**config.mk**
```make
export PLATFORM = sky130hd
export DESIGN_NAME = cbm_circ_buf
export DESIGN_NICKNAME = d
export VERILOG_FILES = /design/src/include/cbm_pkg.sv /design/src/core/cbm_ptr_next.sv /design/src/core/cbm_apb_regs.sv /design/src/core/cbm_circ_buf.sv
export SDC_FILE = /design/constraint.sdc
export NUM_CORES = 1
export LEC_CHECK = 0
export ABC_AREA = 1
export BUFFER_PORTS_ARGS = -buffer_cell sky130_fd_sc_hd__buf_4
export CORE_AREA = 2 2 259 185
export CTS_CLUSTER_DIAMETER = 30
export DETAILED_ROUTE_END_ITERATION = 12
export DIE_AREA = 0 0 261 187
export PLACE_DENSITY = 0.45
export SYNTH_ARGS = -nofsm -noshare
export SYNTH_HDL_FRONTEND = slang
export SYNTH_SLANG_ARGS = --single-unit
```
**constraint.sdc**
```tcl
create_clock -name pclk -period 2.58 [get_ports pclk]
set_clock_uncertainty 0.1 [all_clocks]
set_input_delay 0.258 -clock pclk [delete_from_list [all_inputs] [get_ports pclk]]
set_output_delay 0.258 -clock pclk [all_outputs]
set_load 0.01 [all_outputs]
```
**src/include/cbm_pkg.sv**
```systemverilog
// Shared types and constants of the circular buffer mode one engine.
package cbm_pkg;
   localparam int DATA_W = 16;
   localparam int RAM_AW = 13;
   // Descriptor word offsets from the block base N.
   localparam logic [1:0] DESC_CTL = 2'h0;
   localparam logic [1:0] DESC_START = 2'h1;
   localparam logic [1:0] DESC_CUR = 2'h2;
   localparam logic [1:0] DESC_END = 2'h3;
   // Record layout at the current pointer.
   localparam logic [RAM_AW-1:0] REC_TTAG_OFS = 13'h0001;
   localparam logic [RAM_AW-1:0] REC_DATA_OFS = 13'h0002;
   // Control word fields.
   localparam int CTL_PINGPONG_BIT = 0;
   localparam int CTL_CIRC1_BIT = 1;
   localparam int CTL_CIRC2_BIT = 2;
   localparam int CTL_WRAP_IRQ_BIT = 15;
   // Command word fields.
   localparam logic [4:0] BROADCAST_FLAG_RT = 5'h1F;
   localparam logic [4:0] SA_MODE_LO = 5'h00;
   localparam logic [4:0] SA_MODE_HI = 5'h1F;
   localparam int INFO_BROADCAST_FLAG_BIT = 9;
   // Register indices; the byte address is four times the index.
   localparam logic [7:0] IDX_PEND = 8'h09;
   localparam logic [7:0] IDX_IRQ_EN = 8'h12;
   localparam logic [7:0] IDX_CFG = 8'h17;
   localparam logic [7:0] IDX_EXT_CFG = 8'h4D;
   localparam logic [7:0] IDX_DESC_BASE = 8'h60;
   localparam logic [7:0] IDX_STATUS = 8'h61;
   localparam int PEND_WRAP_BIT = 0;
   localparam int CFG_BROADCAST_FLAG_SEP_BIT = 0;
   localparam int EXT_BROADCAST_FLAG_FLAG_BIT = 3;
   localparam logic [15:0] REG_RESET = 16'h0000;

   typedef struct packed {
      logic [4:0] rt_addr;
      logic tr;
      logic [4:0] subaddr;
      logic [4:0] wcount;
   } cbm_cmd_t;

   typedef struct packed {
      cbm_cmd_t cmd;
      logic busy;
      logic illegal;
   } cbm_start_t;

   typedef struct packed {
      logic [DATA_W-1:0] info;
      logic [DATA_W-1:0] ttag;
      logic error;
   } cbm_done_t;

   typedef enum logic [3:0] {
      CBM_IDLE = 4'h0,
      CBM_RD_CTL = 4'h1,
      CBM_RD_START = 4'h2,
      CBM_RD_CUR = 4'h3,
      CBM_RD_END = 4'h4,
      CBM_MSG = 4'h5,
      CBM_WR_DATA = 4'h6,
      CBM_RD_DATA = 4'h7,
      CBM_WR_INFO = 4'h8,
      CBM_WR_TTAG = 4'h9,
      CBM_WR_CUR = 4'hA
   } cbm_state_t;
endpackage

```
**src/core/cbm_ptr_next.sv**
```systemverilog
// Post-message current pointer choice with wrap to the start pointer.
`timescale 1ns/10ps
module cbm_ptr_next
   import cbm_pkg::*;
#(
   parameter int AW = RAM_AW
) (
   input wire logic [AW-1:0] last_plus_one, // Address after last data word.
   input wire logic [AW-1:0] start_pointer, // Descriptor start pointer.
   input wire logic [AW-1:0] end_pointer, // Descriptor end pointer.
   output logic [AW-1:0] next_current, // Value to write back.
   output logic wrap // Start pointer taken.
);
   initial begin
      if (AW < 4 || AW > DATA_W) $error("cbm_ptr_next: AW out of range");
   end
   // Unsigned; overrun past the end is allowed mid-message.
   assign wrap = last_plus_one > end_pointer;
   assign next_current = wrap ? start_pointer : last_plus_one;
endmodule

```
**src/core/cbm_apb_regs.sv**
```systemverilog
// APB register file and host interrupt for the circular buffer engine.
`timescale 1ns/10ps
module cbm_apb_regs
   import cbm_pkg::*;
(
   input wire logic pclk, // Bus clock.
   input wire logic presetn, // Reset, active low.
   input wire logic psel, // APB select.
   input wire logic penable, // APB enable.
   input wire logic pwrite, // APB direction.
   input wire logic [15:0] paddr, // APB byte address.
   input wire logic [31:0] pwdata, // APB write data.
   output logic [31:0] prdata, // APB read data.
   output logic pready, // APB ready.
   output logic pslverr, // APB error.
   input wire logic wrap_evt, // Wrap event pulse.
   input wire logic [15:0] status, // Engine status word.
   output logic [15:0] desc_base, // Descriptor base.
   output logic broadcast_flag_flag_en, // Broadcast flag enable.
   output logic int_n // Host interrupt, active low.
);
   logic [15:0] pend;
   logic [15:0] irq_en;
   logic [15:0] cfg;
   logic [15:0] ext_cfg;
   wire access = psel && penable && !pready;
   wire commit = psel && penable && pready;
   wire [7:0] idx = paddr[9:2];
   wire aligned = (paddr[1:0] == 2'h0) && (paddr[15:10] == 6'h00);
   wire hit_pend = aligned && idx == IDX_PEND;
   wire hit_en = aligned && idx == IDX_IRQ_EN;
   wire hit_cfg = aligned && idx == IDX_CFG;
   wire hit_ext = aligned && idx == IDX_EXT_CFG;
   wire hit_base = aligned && idx == IDX_DESC_BASE;
   wire hit_stat = aligned && idx == IDX_STATUS;
   wire mapped = hit_pend || hit_en || hit_cfg || hit_ext || hit_base || hit_stat;
   wire [15:0] rd_mux = hit_pend ? pend : hit_en ? irq_en : hit_cfg ? cfg :
      hit_ext ? ext_cfg : hit_base ? desc_base : hit_stat ? status : 16'h0000;
   wire wr = commit && pwrite;
   wire [15:0] set_bits = 16'(wrap_evt) << PEND_WRAP_BIT;
   // A wrap in the clearing cycle wins.
   wire [15:0] clr_bits = (wr && hit_pend) ? pwdata[15:0] : 16'h0000;
   wire [15:0] next_pend = (pend & ~clr_bits) | set_bits;

   ////////////////////////////////////////////////////////////
   always_ff @(posedge pclk or negedge presetn) begin
      if (!presetn) begin
         pready <= 1'b0;
         pslverr <= 1'b0;
         prdata <= 32'h0000_0000;
      end else begin
         pready <= access;
         pslverr <= access && !mapped;
         prdata <= (access && !pwrite) ? {16'h0000, rd_mux} : 32'h0000_0000;
      end
   end

   always_ff @(posedge pclk or negedge presetn) begin
      if (!presetn) begin
         pend <= REG_RESET;
         irq_en <= REG_RESET;
         cfg <= REG_RESET;
         ext_cfg <= REG_RESET;
         desc_base <= REG_RESET;
         int_n <= 1'b1;
      end else begin
         pend <= next_pend;
         if (wr && hit_en) irq_en <= pwdata[15:0];
         if (wr && hit_cfg) cfg <= pwdata[15:0];
         if (wr && hit_ext) ext_cfg <= pwdata[15:0];
         if (wr && hit_base) desc_base <= pwdata[15:0];
         int_n <= ~|(next_pend & irq_en);
      end
   end

   // The separation bit has no effect here.
   assign broadcast_flag_flag_en = ext_cfg[EXT_BROADCAST_FLAG_FLAG_BIT];
endmodule

```
**src/core/cbm_circ_buf.sv**
```systemverilog
// Circular buffer mode one engine for remote terminal subaddress storage.
// Operation
// - Only if pingpong and second-circular are 0, first-circular 1.
// - Mode codes never use circular handling.
// - Descriptor: control N, start N+1, current N+2, end N+3.
// - Descriptor picked by direction and subaddress.
// - Receive: info at current, time-tag next, data from current+2.
// - Receive data stored on arrival; info words after completion.
// - Transmit data fetched from current+2; info words after.
// - Clean message: current becomes next address, or start if past end.
// - Start and end pointers never written.
// - No wrap mid-message; decided at completion.
// - Error, busy or illegal: info words written, pointer kept; no data stored once refused or after msg_err.
// - Wrap drives low interrupt if descriptor and enable bits set.
// - Broadcast and normal receive data share one buffer.
// - Extended config bit 3 enables the info word broadcast flag.
// - Broadcast transmit to address 31: info words written, pointer kept.
// - Wrap interrupt select is control bit 15; event kept pending.
`timescale 1ns/10ps
module cbm_circ_buf
   import cbm_pkg::*;
#(
   parameter int AW = RAM_AW
) (
   input wire logic pclk, // Clock.
   input wire logic presetn, // Reset, active low.
   input wire logic psel, // APB select.
   input wire logic penable, // APB enable.
   input wire logic pwrite, // APB direction.
   input wire logic [15:0] paddr, // APB byte address.
   input wire logic [31:0] pwdata, // APB write data.
   output logic [31:0] prdata, // APB read data.
   output logic pready, // APB ready.
   output logic pslverr, // APB error.
   input wire logic msg_start, // Command decoded pulse.
   input wire cbm_start_t start_info, // Command and flags.
   output logic msg_ready, // Engine takes input now.
   input wire logic rx_valid, // Receive word offered.
   input wire logic [15:0] rx_word, // Received data word.
   input wire logic msg_err, // Message error.
   input wire logic tx_req, // Next transmit word wanted.
   output logic [15:0] tx_word, // Fetched transmit word.
   output logic tx_valid, // Transmit word valid.
   input wire logic msg_done, // Message finished.
   input wire cbm_done_t done_info, // Completion words.
   output logic circ_active, // Descriptor selects this mode.
   output logic proc_done, // Handling finished.
   output logic ram_req, // RAM request.
   output logic ram_we, // RAM write.
   output logic [AW-1:0] ram_addr, // RAM word address.
   output logic [15:0] ram_wdata, // RAM write data.
   input wire logic [15:0] ram_rdata, // RAM read data.
   input wire logic ram_ack, // RAM acknowledge.
   output logic int_n // Host interrupt, active low.
);
   initial begin
      if (AW < 4 || AW > DATA_W) $error("cbm_circ_buf: AW out of range");
   end

   cbm_state_t state, next_state;
   logic [15:0] ctl, next_ctl;
   logic [AW-1:0] start_pointer, next_start;
   logic [AW-1:0] current_pointer, next_current_ptr;
   logic [AW-1:0] end_pointer, next_end;
   logic [AW-1:0] ptr, next_ptr;
   logic [AW-1:0] desc_addr, next_desc_addr;
   logic tr, next_tr;
   logic broadcast_flag, next_broadcast_flag;
   logic drop, next_drop;
   logic fail, next_fail;
   logic [15:0] ttag, next_ttag;
   logic next_req, next_we, next_active, next_done, next_tx_valid, next_wrap;
   logic [AW-1:0] next_addr;
   logic [15:0] next_wdata, next_tx_word;
   logic wrap_evt;
   logic [15:0] desc_base;
   logic broadcast_flag_flag_en;
   logic [AW-1:0] wb_current;
   logic wrap;

   ////////////////////////////////////////////////////////////
   cbm_apb_regs u_regs (
      .pclk(pclk),
      .presetn(presetn),
      .psel(psel),
      .penable(penable),
      .pwrite(pwrite),
      .paddr(paddr),
      .pwdata(pwdata),
      .prdata(prdata),
      .pready(pready),
      .pslverr(pslverr),
      .wrap_evt(wrap_evt),
      .status({11'h000, circ_active, state}),
      .desc_base(desc_base),
      .broadcast_flag_flag_en(broadcast_flag_flag_en),
      .int_n(int_n)
   );

   cbm_ptr_next #(.AW(AW)) u_ptr (
      .last_plus_one(ptr),
      .start_pointer(start_pointer),
      .end_pointer(end_pointer),
      .next_current(wb_current),
      .wrap(wrap)
   );

   ////////////////////////////////////////////////////////////
   wire cbm_cmd_t cmd = start_info.cmd;
   wire mode_code = (cmd.subaddr == SA_MODE_LO) || (cmd.subaddr == SA_MODE_HI);
   wire [AW-1:0] base = desc_base[AW-1:0];
   wire [AW-1:0] cmd_desc = base + AW'({cmd.tr, cmd.subaddr, 2'h0});
   wire mode_one = !ctl[CTL_PINGPONG_BIT] && !ctl[CTL_CIRC2_BIT] && ctl[CTL_CIRC1_BIT];
   wire [15:0] rd_word = ram_rdata;
   wire acked = ram_req && ram_ack;
   wire broadcast_flag_tx = tr && broadcast_flag;
   wire [AW-1:0] cur_desc = desc_addr + AW'(DESC_CUR);
   wire [15:0] info_word = broadcast_flag_flag_en ?
      ((done_info.info & ~(16'h0001 << INFO_BROADCAST_FLAG_BIT)) |
       (16'(broadcast_flag) << INFO_BROADCAST_FLAG_BIT)) : done_info.info;

   always_comb begin
      next_state = state;
      next_ctl = ctl;
      next_start = start_pointer;
      next_current_ptr = current_pointer;
      next_end = end_pointer;
      next_ptr = ptr;
      next_desc_addr = desc_addr;
      next_tr = tr;
      next_broadcast_flag = broadcast_flag;
      next_drop = drop;
      next_fail = fail;
      next_ttag = ttag;
      next_req = ram_req && !ram_ack;
      next_we = ram_we;
      next_addr = ram_addr;
      next_wdata = ram_wdata;
      next_active = circ_active;
      next_done = 1'b0;
      next_tx_valid = 1'b0;
      next_tx_word = tx_word;
      next_wrap = 1'b0;
      case (state)
         CBM_IDLE: begin
            if (msg_start) begin
               next_tr = cmd.tr;
               next_broadcast_flag = (cmd.rt_addr == BROADCAST_FLAG_RT);
               next_drop = start_info.busy || start_info.illegal;
               next_desc_addr = cmd_desc;
               if (mode_code) begin
                  next_active = 1'b0;
                  next_done = 1'b1;
               end else begin
                  next_req = 1'b1;
                  next_we = 1'b0;
                  next_addr = cmd_desc + AW'(DESC_CTL);
                  next_state = CBM_RD_CTL;
               end
            end
         end
         CBM_RD_CTL: begin
            if (acked) begin
               next_ctl = rd_word;
               next_req = 1'b1;
               next_addr = desc_addr + AW'(DESC_START);
               next_state = CBM_RD_START;
            end
         end
         CBM_RD_START: begin
            if (acked) begin
               next_start = rd_word[AW-1:0];
               next_req = 1'b1;
               next_addr = cur_desc;
               next_state = CBM_RD_CUR;
            end
         end
         CBM_RD_CUR: begin
            if (acked) begin
               next_current_ptr = rd_word[AW-1:0];
               next_ptr = rd_word[AW-1:0] + AW'(REC_DATA_OFS);
               next_req = 1'b1;
               next_addr = desc_addr + AW'(DESC_END);
               next_state = CBM_RD_END;
            end
         end
         CBM_RD_END: begin
            if (acked) begin
               next_end = rd_word[AW-1:0];
               next_active = mode_one;
               next_done = !mode_one;
               next_state = mode_one ? CBM_MSG : CBM_IDLE;
            end
         end
         CBM_MSG: begin
            if (msg_done) begin
               next_fail = drop || msg_err || done_info.error;
               next_ttag = done_info.ttag;
               next_req = 1'b1;
               next_we = 1'b1;
               next_addr = current_pointer;
               next_wdata = info_word;
               next_state = CBM_WR_INFO;
            end else if (rx_valid) begin
               // Words after an error or a refused command are dropped.
               if (msg_err) next_drop = 1'b1;
               if (!drop && !msg_err) begin
                  next_req = 1'b1;
                  next_we = 1'b1;
                  next_addr = ptr;
                  next_wdata = rx_word;
                  next_ptr = ptr + AW'(1);
                  next_state = CBM_WR_DATA;
               end
            end else if (tx_req) begin
               next_req = 1'b1;
               next_we = 1'b0;
               next_addr = ptr;
               next_ptr = ptr + AW'(1);
               next_state = CBM_RD_DATA;
            end
         end
         CBM_WR_DATA: begin
            if (acked) next_state = CBM_MSG;
         end
         CBM_RD_DATA: begin
            if (acked) begin
               next_tx_word = rd_word;
               next_tx_valid = 1'b1;
               next_state = CBM_MSG;
            end
         end
         CBM_WR_INFO: begin
            if (acked) begin
               next_req = 1'b1;
               next_addr = current_pointer + AW'(REC_TTAG_OFS);
               next_wdata = ttag;
               next_state = CBM_WR_TTAG;
            end
         end
         CBM_WR_TTAG: begin
            if (acked) begin
               if (fail || broadcast_flag_tx) begin
                  next_done = 1'b1;
                  next_state = CBM_IDLE;
               end else begin
                  next_req = 1'b1;
                  next_addr = cur_desc;
                  next_wdata = 16'(wb_current);
                  next_state = CBM_WR_CUR;
               end
            end
         end
         CBM_WR_CUR: begin
            if (acked) begin
               next_wrap = wrap && ctl[CTL_WRAP_IRQ_BIT];
               next_done = 1'b1;
               next_state = CBM_IDLE;
            end
         end
         default: next_state = CBM_IDLE;
      endcase
   end

   ////////////////////////////////////////////////////////////
   always_ff @(posedge pclk or negedge presetn) begin
      if (!presetn) begin
         state <= CBM_IDLE;
         ctl <= 16'h0000;
         start_pointer <= '0;
         current_pointer <= '0;
         end_pointer <= '0;
         ptr <= '0;
         desc_addr <= '0;
         tr <= 1'b0;
         broadcast_flag <= 1'b0;
         drop <= 1'b0;
         fail <= 1'b0;
         ttag <= 16'h0000;
      end else begin
         state <= next_state;
         ctl <= next_ctl;
         start_pointer <= next_start;
         current_pointer <= next_current_ptr;
         end_pointer <= next_end;
         ptr <= next_ptr;
         desc_addr <= next_desc_addr;
         tr <= next_tr;
         broadcast_flag <= next_broadcast_flag;
         drop <= next_drop;
         fail <= next_fail;
         ttag <= next_ttag;
      end
   end

   always_ff @(posedge pclk or negedge presetn) begin
      if (!presetn) begin
         ram_req <= 1'b0;
         ram_we <= 1'b0;
         ram_addr <= '0;
         ram_wdata <= 16'h0000;
         circ_active <= 1'b0;
         proc_done <= 1'b0;
         tx_word <= 16'h0000;
         tx_valid <= 1'b0;
         wrap_evt <= 1'b0;
         msg_ready <= 1'b0;
      end else begin
         ram_req <= next_req;
         ram_we <= next_we;
         ram_addr <= next_addr;
         ram_wdata <= next_wdata;
         circ_active <= next_active;
         proc_done <= next_done;
         tx_word <= next_tx_word;
         tx_valid <= next_tx_valid;
         wrap_evt <= next_wrap;
         msg_ready <= (next_state == CBM_MSG);
      end
   end
endmodule

```
---- Word level (Yosys, flattened, before mapping) ----
Cells that the tools add are included.
word-level totals
  output and inout bits ................... 86
  register bits after elaboration ......... 272
  input bits .............................. 142
  word-level logic and storage cells ...... 241
operators by class
  bitwise operators ....................... 5
  add/sub/neg operators ................... 7
  $lt $le $gt $ge ......................... 1
  muxes and demuxes ....................... 89
  eq/ne operators ......................... 38
  reductions and logical operators ........ 70
operators with widths
  cell                                            count
  2-to-1 mux 13 bit                               18
  2-to-1 mux 16 bit                               14
  one-hot mux 13 bit (7 select lines)             1
  2-to-1 mux 4 bit                                15
  one-hot mux 16 bit (3 select lines)             1
  one-hot mux 4 bit (10 select lines)             1
  adder 13 x 1 -> 13 bit (second input constant)  3
  adder 13 x 2 -> 13 bit (second input constant)  3
  AND 16 bit                                      2
  2-to-1 mux 1 bit                                31
  != test 2 bit (second input constant)           13
  one-hot mux 13 bit (2 select lines)             1
  logical AND 1 bit                               25
  == test 8 x 7 -> 1 bit (second input constant)  3
  == test 4 x 3 -> 1 bit (second input constant)  5
  == test 8 x 5 -> 1 bit (second input constant)  2
  NOT 16 bit                                      1
  OR 16 x 1 -> 16 bit                             1
  OR 16 x 10 -> 16 bit                            1
  OR reduction 16 bit                             1
  AND reduction 5 bit                             3
  AND reduction 2 bit                             7
  adder 13 x 8 -> 13 bit                          1
  greater-than comparator 13 bit                  1
  25 further kinds                                56

---- Logic depth before layout (Yosys ltp) ----
  depth after elaboration ................. 11
  depth in mapped cells ................... 16
  gate-level depth less buffers ........... 15

---- By module ----
From an unflattened synthesis, not the netlist that was laid out.
unflattened totals
  cell total of the unflattened synthesis .. 1,873
  area, all modules ....................... 14,116.0 um2
modules (own cells, without submodules)
  module        cells an instance  times used  area each (um2)  sequential area each (um2)
  cbm_circ_buf  1,149              1           8,578.2          3,628.5
  cbm_apb_regs  617                1           4,949.7          2,478.6
  cbm_ptr_next  107                1           588.1            0.0

---- Worst setup path after synthesis ----
Ideal clock, no wire load.
  kind .................................... reg2reg
  from .................................... reg ptr[8]
  to ...................................... reg ram_wdata[10]
  required time ........................... 2.356 ns
  path buffers ............................ 1
  arrival time ............................ 1.794 ns
  stages on the path, launching flop included .. 10
  setup time .............................. 0.124 ns
  setup slack ............................. 0.562 ns
  clock period less this slack ............ 2.018 ns
  cells stage by stage .................... dfrtp_1 -> ha_1 -> nand4_1 -> nor4_1 -> nand2_1 -> nand2_1 -> clkbuf_1 -> nand2_1 -> nand3_1 -> a21oi_1
on the way
  longest elaborated chain between the ends .. 5
ends and longest elaborated chain
  item                                 RTL line             source
  start, declared                      cbm_circ_buf.sv:65   logic [AW-1:0] ptr, next_ptr;
  start signal, assigned               cbm_circ_buf.sv:286  ptr <= next_ptr;
  greater-than comparator 13 bit       cbm_ptr_next.sv:18   assign wrap = last_plus_one > end_pointer;
  2-to-1 mux 13 bit                    cbm_ptr_next.sv:19   assign next_current = wrap ? start_pointer : last_plus_one;
  2-to-1 mux 16 bit                    cbm_circ_buf.sv:243  if (fail || broadcast_flag_tx) begin
  2-to-1 mux 16 bit                    cbm_circ_buf.sv:242  if (acked) begin
  one-hot mux 16 bit (3 select lines)  cbm_circ_buf.sv:144  case (state)
  end signal, assigned                 cbm_circ_buf.sv:312  ram_wdata <= next_wdata;
  end, declared                        cbm_circ_buf.sv:51   output logic [15:0] ram_wdata,
No other way between the ends. The select of a mux whose other input is x is not followed.
A chain may end at the register's enable or synchronous reset.

---- Worst setup path in the final report ----
  from .................................... reg state[1]
  to ...................................... reg ram_wdata[0]
on the way
  longest elaborated chain between the ends .. 3
  elaborated cells on any way between the ends .. 11
  those cells by class .................... eq/ne (8); mux (1); reduce/logical (2)
ends and longest elaborated chain
  item                                                            RTL line             source
  start, declared                                                 cbm_circ_buf.sv:60   cbm_state_t state, next_state;
  start signal, assigned                                          cbm_circ_buf.sv:281  state <= next_state;
  == test 4 x 3 -> 1 bit / == test 4 bit (equally long branches)  cbm_circ_buf.sv:144
  != test 3 bit (no source line) (tied with other cells)          -
  AND reduction 6 bit (no source line)                            -
Parallel ways exist; a longest one is shown, timed or not.

==> summary.md <==
| Metric | Value |
|---|---|
| All-Layer GR Usage | `20.8%` |
| Final hold slack | `0.0199 ns` |
| Via density | `4.83` |
| CP max stage cell | `dfrtp_2` |
| Clock Sink Count | `244` |
| Skew-Pair Late Insertion Delay | `0.59 ns` |
| Die height | `187 µm` |
| Final Setup Violations | `0` |
| Most used DFF post-synth | `dfrtp_1` |
| Pre-CTS setup slack | `0.123 ns` |
| Port buffer count | `190` |
| Max-cap viol count | `0` |
| Crit path DAT | `2.84 ns` |
| First-pass GRT wire length | `78600 µm` |
| CTS tree | `yes` |
| Vias in the first global route | `13300` |
| Async set-reset flop share out of synthesis | `100%` |
| WS Path Type | `flip-flop to flip-flop` |
| Power Dens Cells | `1050 mW/mm²` |
| Int Power | `0.0124 W` |
| Area of the multi-input gates | `0.00651 mm²` |
| Number of DRC markers in iteration 0 | `1071` |
| ANT cells | `0` |
| HPWL after detailed placement | `38200 µm` |
| Leakage power | `9.15 nW` |
| Cell variety after synth | `51` |
| Die width | `261 µm` |
| Final Power | `0.0199 W` |
| Hold Path Class | `input pin to flip-flop` |
| Clock share of power | `38.1%` |
| Detailed-route DRC error count | `0` |
| Routed vias | `13900` |
| CP startpoint kind | `flip-flop` |
| Unrepaired setup endpoints after global routing | `false` |
| CP top delay family | `simple AND/OR/NAND/NOR gates` |
| Core Box Area | `0.0468 mm²` |
| Worst-path clk slew | `0.05 ns` |
| Largest net degree at the start of global routing | `70` |
| Fin. Hold Viols | `0` |
| Setup ws final | `0.131 ns` |
| Die area | `0.0488 mm²` |
| Status | `completed` |
| Synth Register Bits | `244` |
| Worst EP required | `2.97 ns` |
| Rel. slew slack | `52.2%` |
| Post-Synthesis Cells | `1885` |
| Worst slew pin tran | `0.716 ns` |
| YS warnings | `0` |
| Share of layout cells above drive strength 1 | `19.1%` |
| CP peak stage delay | `0.45 ns` |
| GR Overflow Total | `0` |
| Routability cong. | `0.898` |
| Initial Util | `29.4%` |
| VDD IR max | `653 µV` |
| Syn_area_per_cell | `7.29 µm²` |
| Routed Antenna Nets | `0` |
| Seq pwr share | `28.1%` |
| Sw Ratio | `37.8%` |
| Mapped Area | `0.0137 mm²` |
| CP endpoint kind | `flip-flop` |
| Crit path time final | `2.45 ns` |
| Setup TNS | `0 ns` |
| Bufs and invs on worst path | `4` |
| Post-layout net count | `2369` |
| Final slew viol count | `0` |
| Layout area overhead | `37.4%` |
| Post-layout util | `40.4%` |
| Fill count | `4889` |
| Logic pwr share | `33.8%` |
| # H-tree levels | `2` |
| Post-synthesis sequential area ratio | `44.4%` |
| Wire per inst | `17.6 µm` |
| Num CTS Buffers | `58` |
| Fin crit share | `94.9%` |
| Drt pass-1 iters | `5` |
| CTS Buffer Depth | `3` |
| Net switching power | `0.00753 W` |
| I/O pin total | `228` |
| Crit Path Max Fanout | `10` |
| Initial antenna violation count | `1` |
| Row cnt | `67` |
| Root buffer cell | `clkbuf_16` |
| Post-synth EDFFs | `0` |
| Crit-path cells | `inv_1 -> nand2_2 -> nor2_4 -> buf_4 -> nand2_2 -> o211ai_1 -> nor2_1 -> inv_2 -> buf_4 -> nor3_1 -> a21oi_1` |
| Fmax | `0.408 GHz` |
| Reg area | `0.00611 mm²` |
| Routed wire length | `50600 µm` |
-- layout make-up --
type / instances / share of cell area (%)
Clock buffer: 67 / 8.24
Tap cell: 621 / 4.11
Clock inverter: 42 / 2.66
Inverter: 209 / 4.15
Multi-Input combinational cell: 1366 / 34.5
Sequential cell: 244 / 32.3
Timing Repair Buffer: 322 / 14.0
-- cells by family (layout without fill, tap and decap cells) --
family	after synthesis	after routing	share of synthesized area, %
buf+inv	291	640	8.81
xor+xnor	12	12	0.764
other cells	1	16	0.0273
compound gates	371	371	14.6
simple gates	940	941	29.0
fa+ha+maj	26	26	2.42
flops	244	244	44.4
-- state kept, by name (all words and copies together) (netlist names), 13 cells and up --
signal,flops
ram_addr,13
u_regs.pend,16
ram_wdata,16
start_pointer,13
current_pointer,13
ttag,16
u_regs.ext_cfg,16
tx_word,16
ptr,13
u_regs.irq_en,16
u_regs.cfg,16
end_pointer,13
u_regs.desc_base,16
desc_addr,13
u_regs.prdata,16
-- what timing repair did --
item / in CTS / in global routing
endpoints found under the hold margin: 184 / 0
hold buffers: 62 / 0
setup endpoints to repair: 0 / 14
setup buffers: 0 / 3
gates resized for setup: 0 / 7
-- power groups by stage --
stage	clock, W	sequential [W]	combinational, W
floorplan	0	0.00557	0.00387
global placement	0	0.00562	0.00649
detailed placement	0	0.00563	0.00654
CTS	0.00773	0.00559	0.00667
global route	0.00798	0.00573	0.00757
finish	0.00758	0.00559	0.00673
-- stage by stage --
| step | cell area [µm²] | std cells |
|---|---|---|
| after floorplan | 13800 | 1900 |
| after global placement | 16200 | 2696 |
| after detailed placement | 16200 | 2696 |
| after CTS | 18800 | 2867 |
| after global routing | 18900 | 2871 |
| final | 18900 | 2871 |
-- tightest hold or removal path: stages --
cell	delay [ns]
buf_4	0.10
nand3_1	0.14
nand2_1	0.16
-- path summary, 6_finish.rpt --
| kind | cells past startpoint | slack, ns | from | end |
|---|---|---|---|---|
| max | 11 | 0.13 | state[1]$_DFF_PN0_ | ram_wdata[0]$_DFFE_PN0P_ |
| min | 3 | 0.02 | msg_start | proc_done$_DFF_PN0_ |
| max reg2reg | 11 | 0.13 | state[1]$_DFF_PN0_ | ram_wdata[0]$_DFFE_PN0P_ |
| min reg2reg | 2 | 0.38 | ttag[14]$_DFFE_PN0P_ | ttag[14]$_DFFE_PN0P_ |
| max in group asynchronous | 3 | 1.42 | presetn | ram_addr[4]$_DFFE_PN0P_ |
| min in group asynchronous | 2 | 0.12 | presetn | ptr[6]$_DFFE_PN0P_ |
-- placed cells by master, fill, tap and decap left out, types with 7 or more instances in the layout --
cell / netlist / layout
nand2_1: 556 / 555
buf_4: 21 / 253
dfrtp_1: 243 / 241
o21ai_0: 230 / 229
inv_1: 190 / 190
nor2_1: 146 / 145
nand3_1: 135 / 135
a21oi_1: 69 / 69
dlygate4sd3_1: 0 / 62
clkbuf_16: 0 / 59
nor3_1: 35 / 35
ha_1: 25 / 25
nand4_1: 20 / 20
inv_2: 17 / 17
conb_1: 1 / 16
o21a_1: 15 / 15
o21ai_1: 13 / 14
clkinv_4: 0 / 13
a22oi_1: 11 / 11
inv_6: 0 / 11
nor2_2: 9 / 10
a31oi_1: 9 / 9
nor2_4: 7 / 8
nand2_2: 7 / 8
or2_2: 8 / 8
o211ai_1: 7 / 7
xor2_1: 7 / 7
-- synthesized netlist by cell type (8+ instances only) --
cell type,count,area [µm²]
nand3_1,135,676
o21a_1,15,113
nor3_1,35,175
buf_4,21,158
a21oi_1,69,345
or2_2,8,50.1
inv_2,17,63.8
clkbuf_1,43,161
nor2_1,146,548
dfrtp_1,243,6080
nor2_2,9,56.3
inv_1,190,713
nand4_1,20,125
buf_2,14,70.1
nand2_1,556,2090
ha_1,25,313
o21ai_1,13,65.1
a22oi_1,11,82.6
o21ai_0,230,1150
a31oi_1,9,56.3
-- routing by layer --
metal / part of all wire [%] / wire length (µm) / global-route usage (%)
met5: 0 / 0 / 0
met4: 1.9 / 984 / 5.00
met1: 52 / 26200 / 33.1
met2: 40 / 20200 / 28.7
met3: 6.4 / 3230 / 3.74
Note: power is estimated with default switching activity, not from simulation.
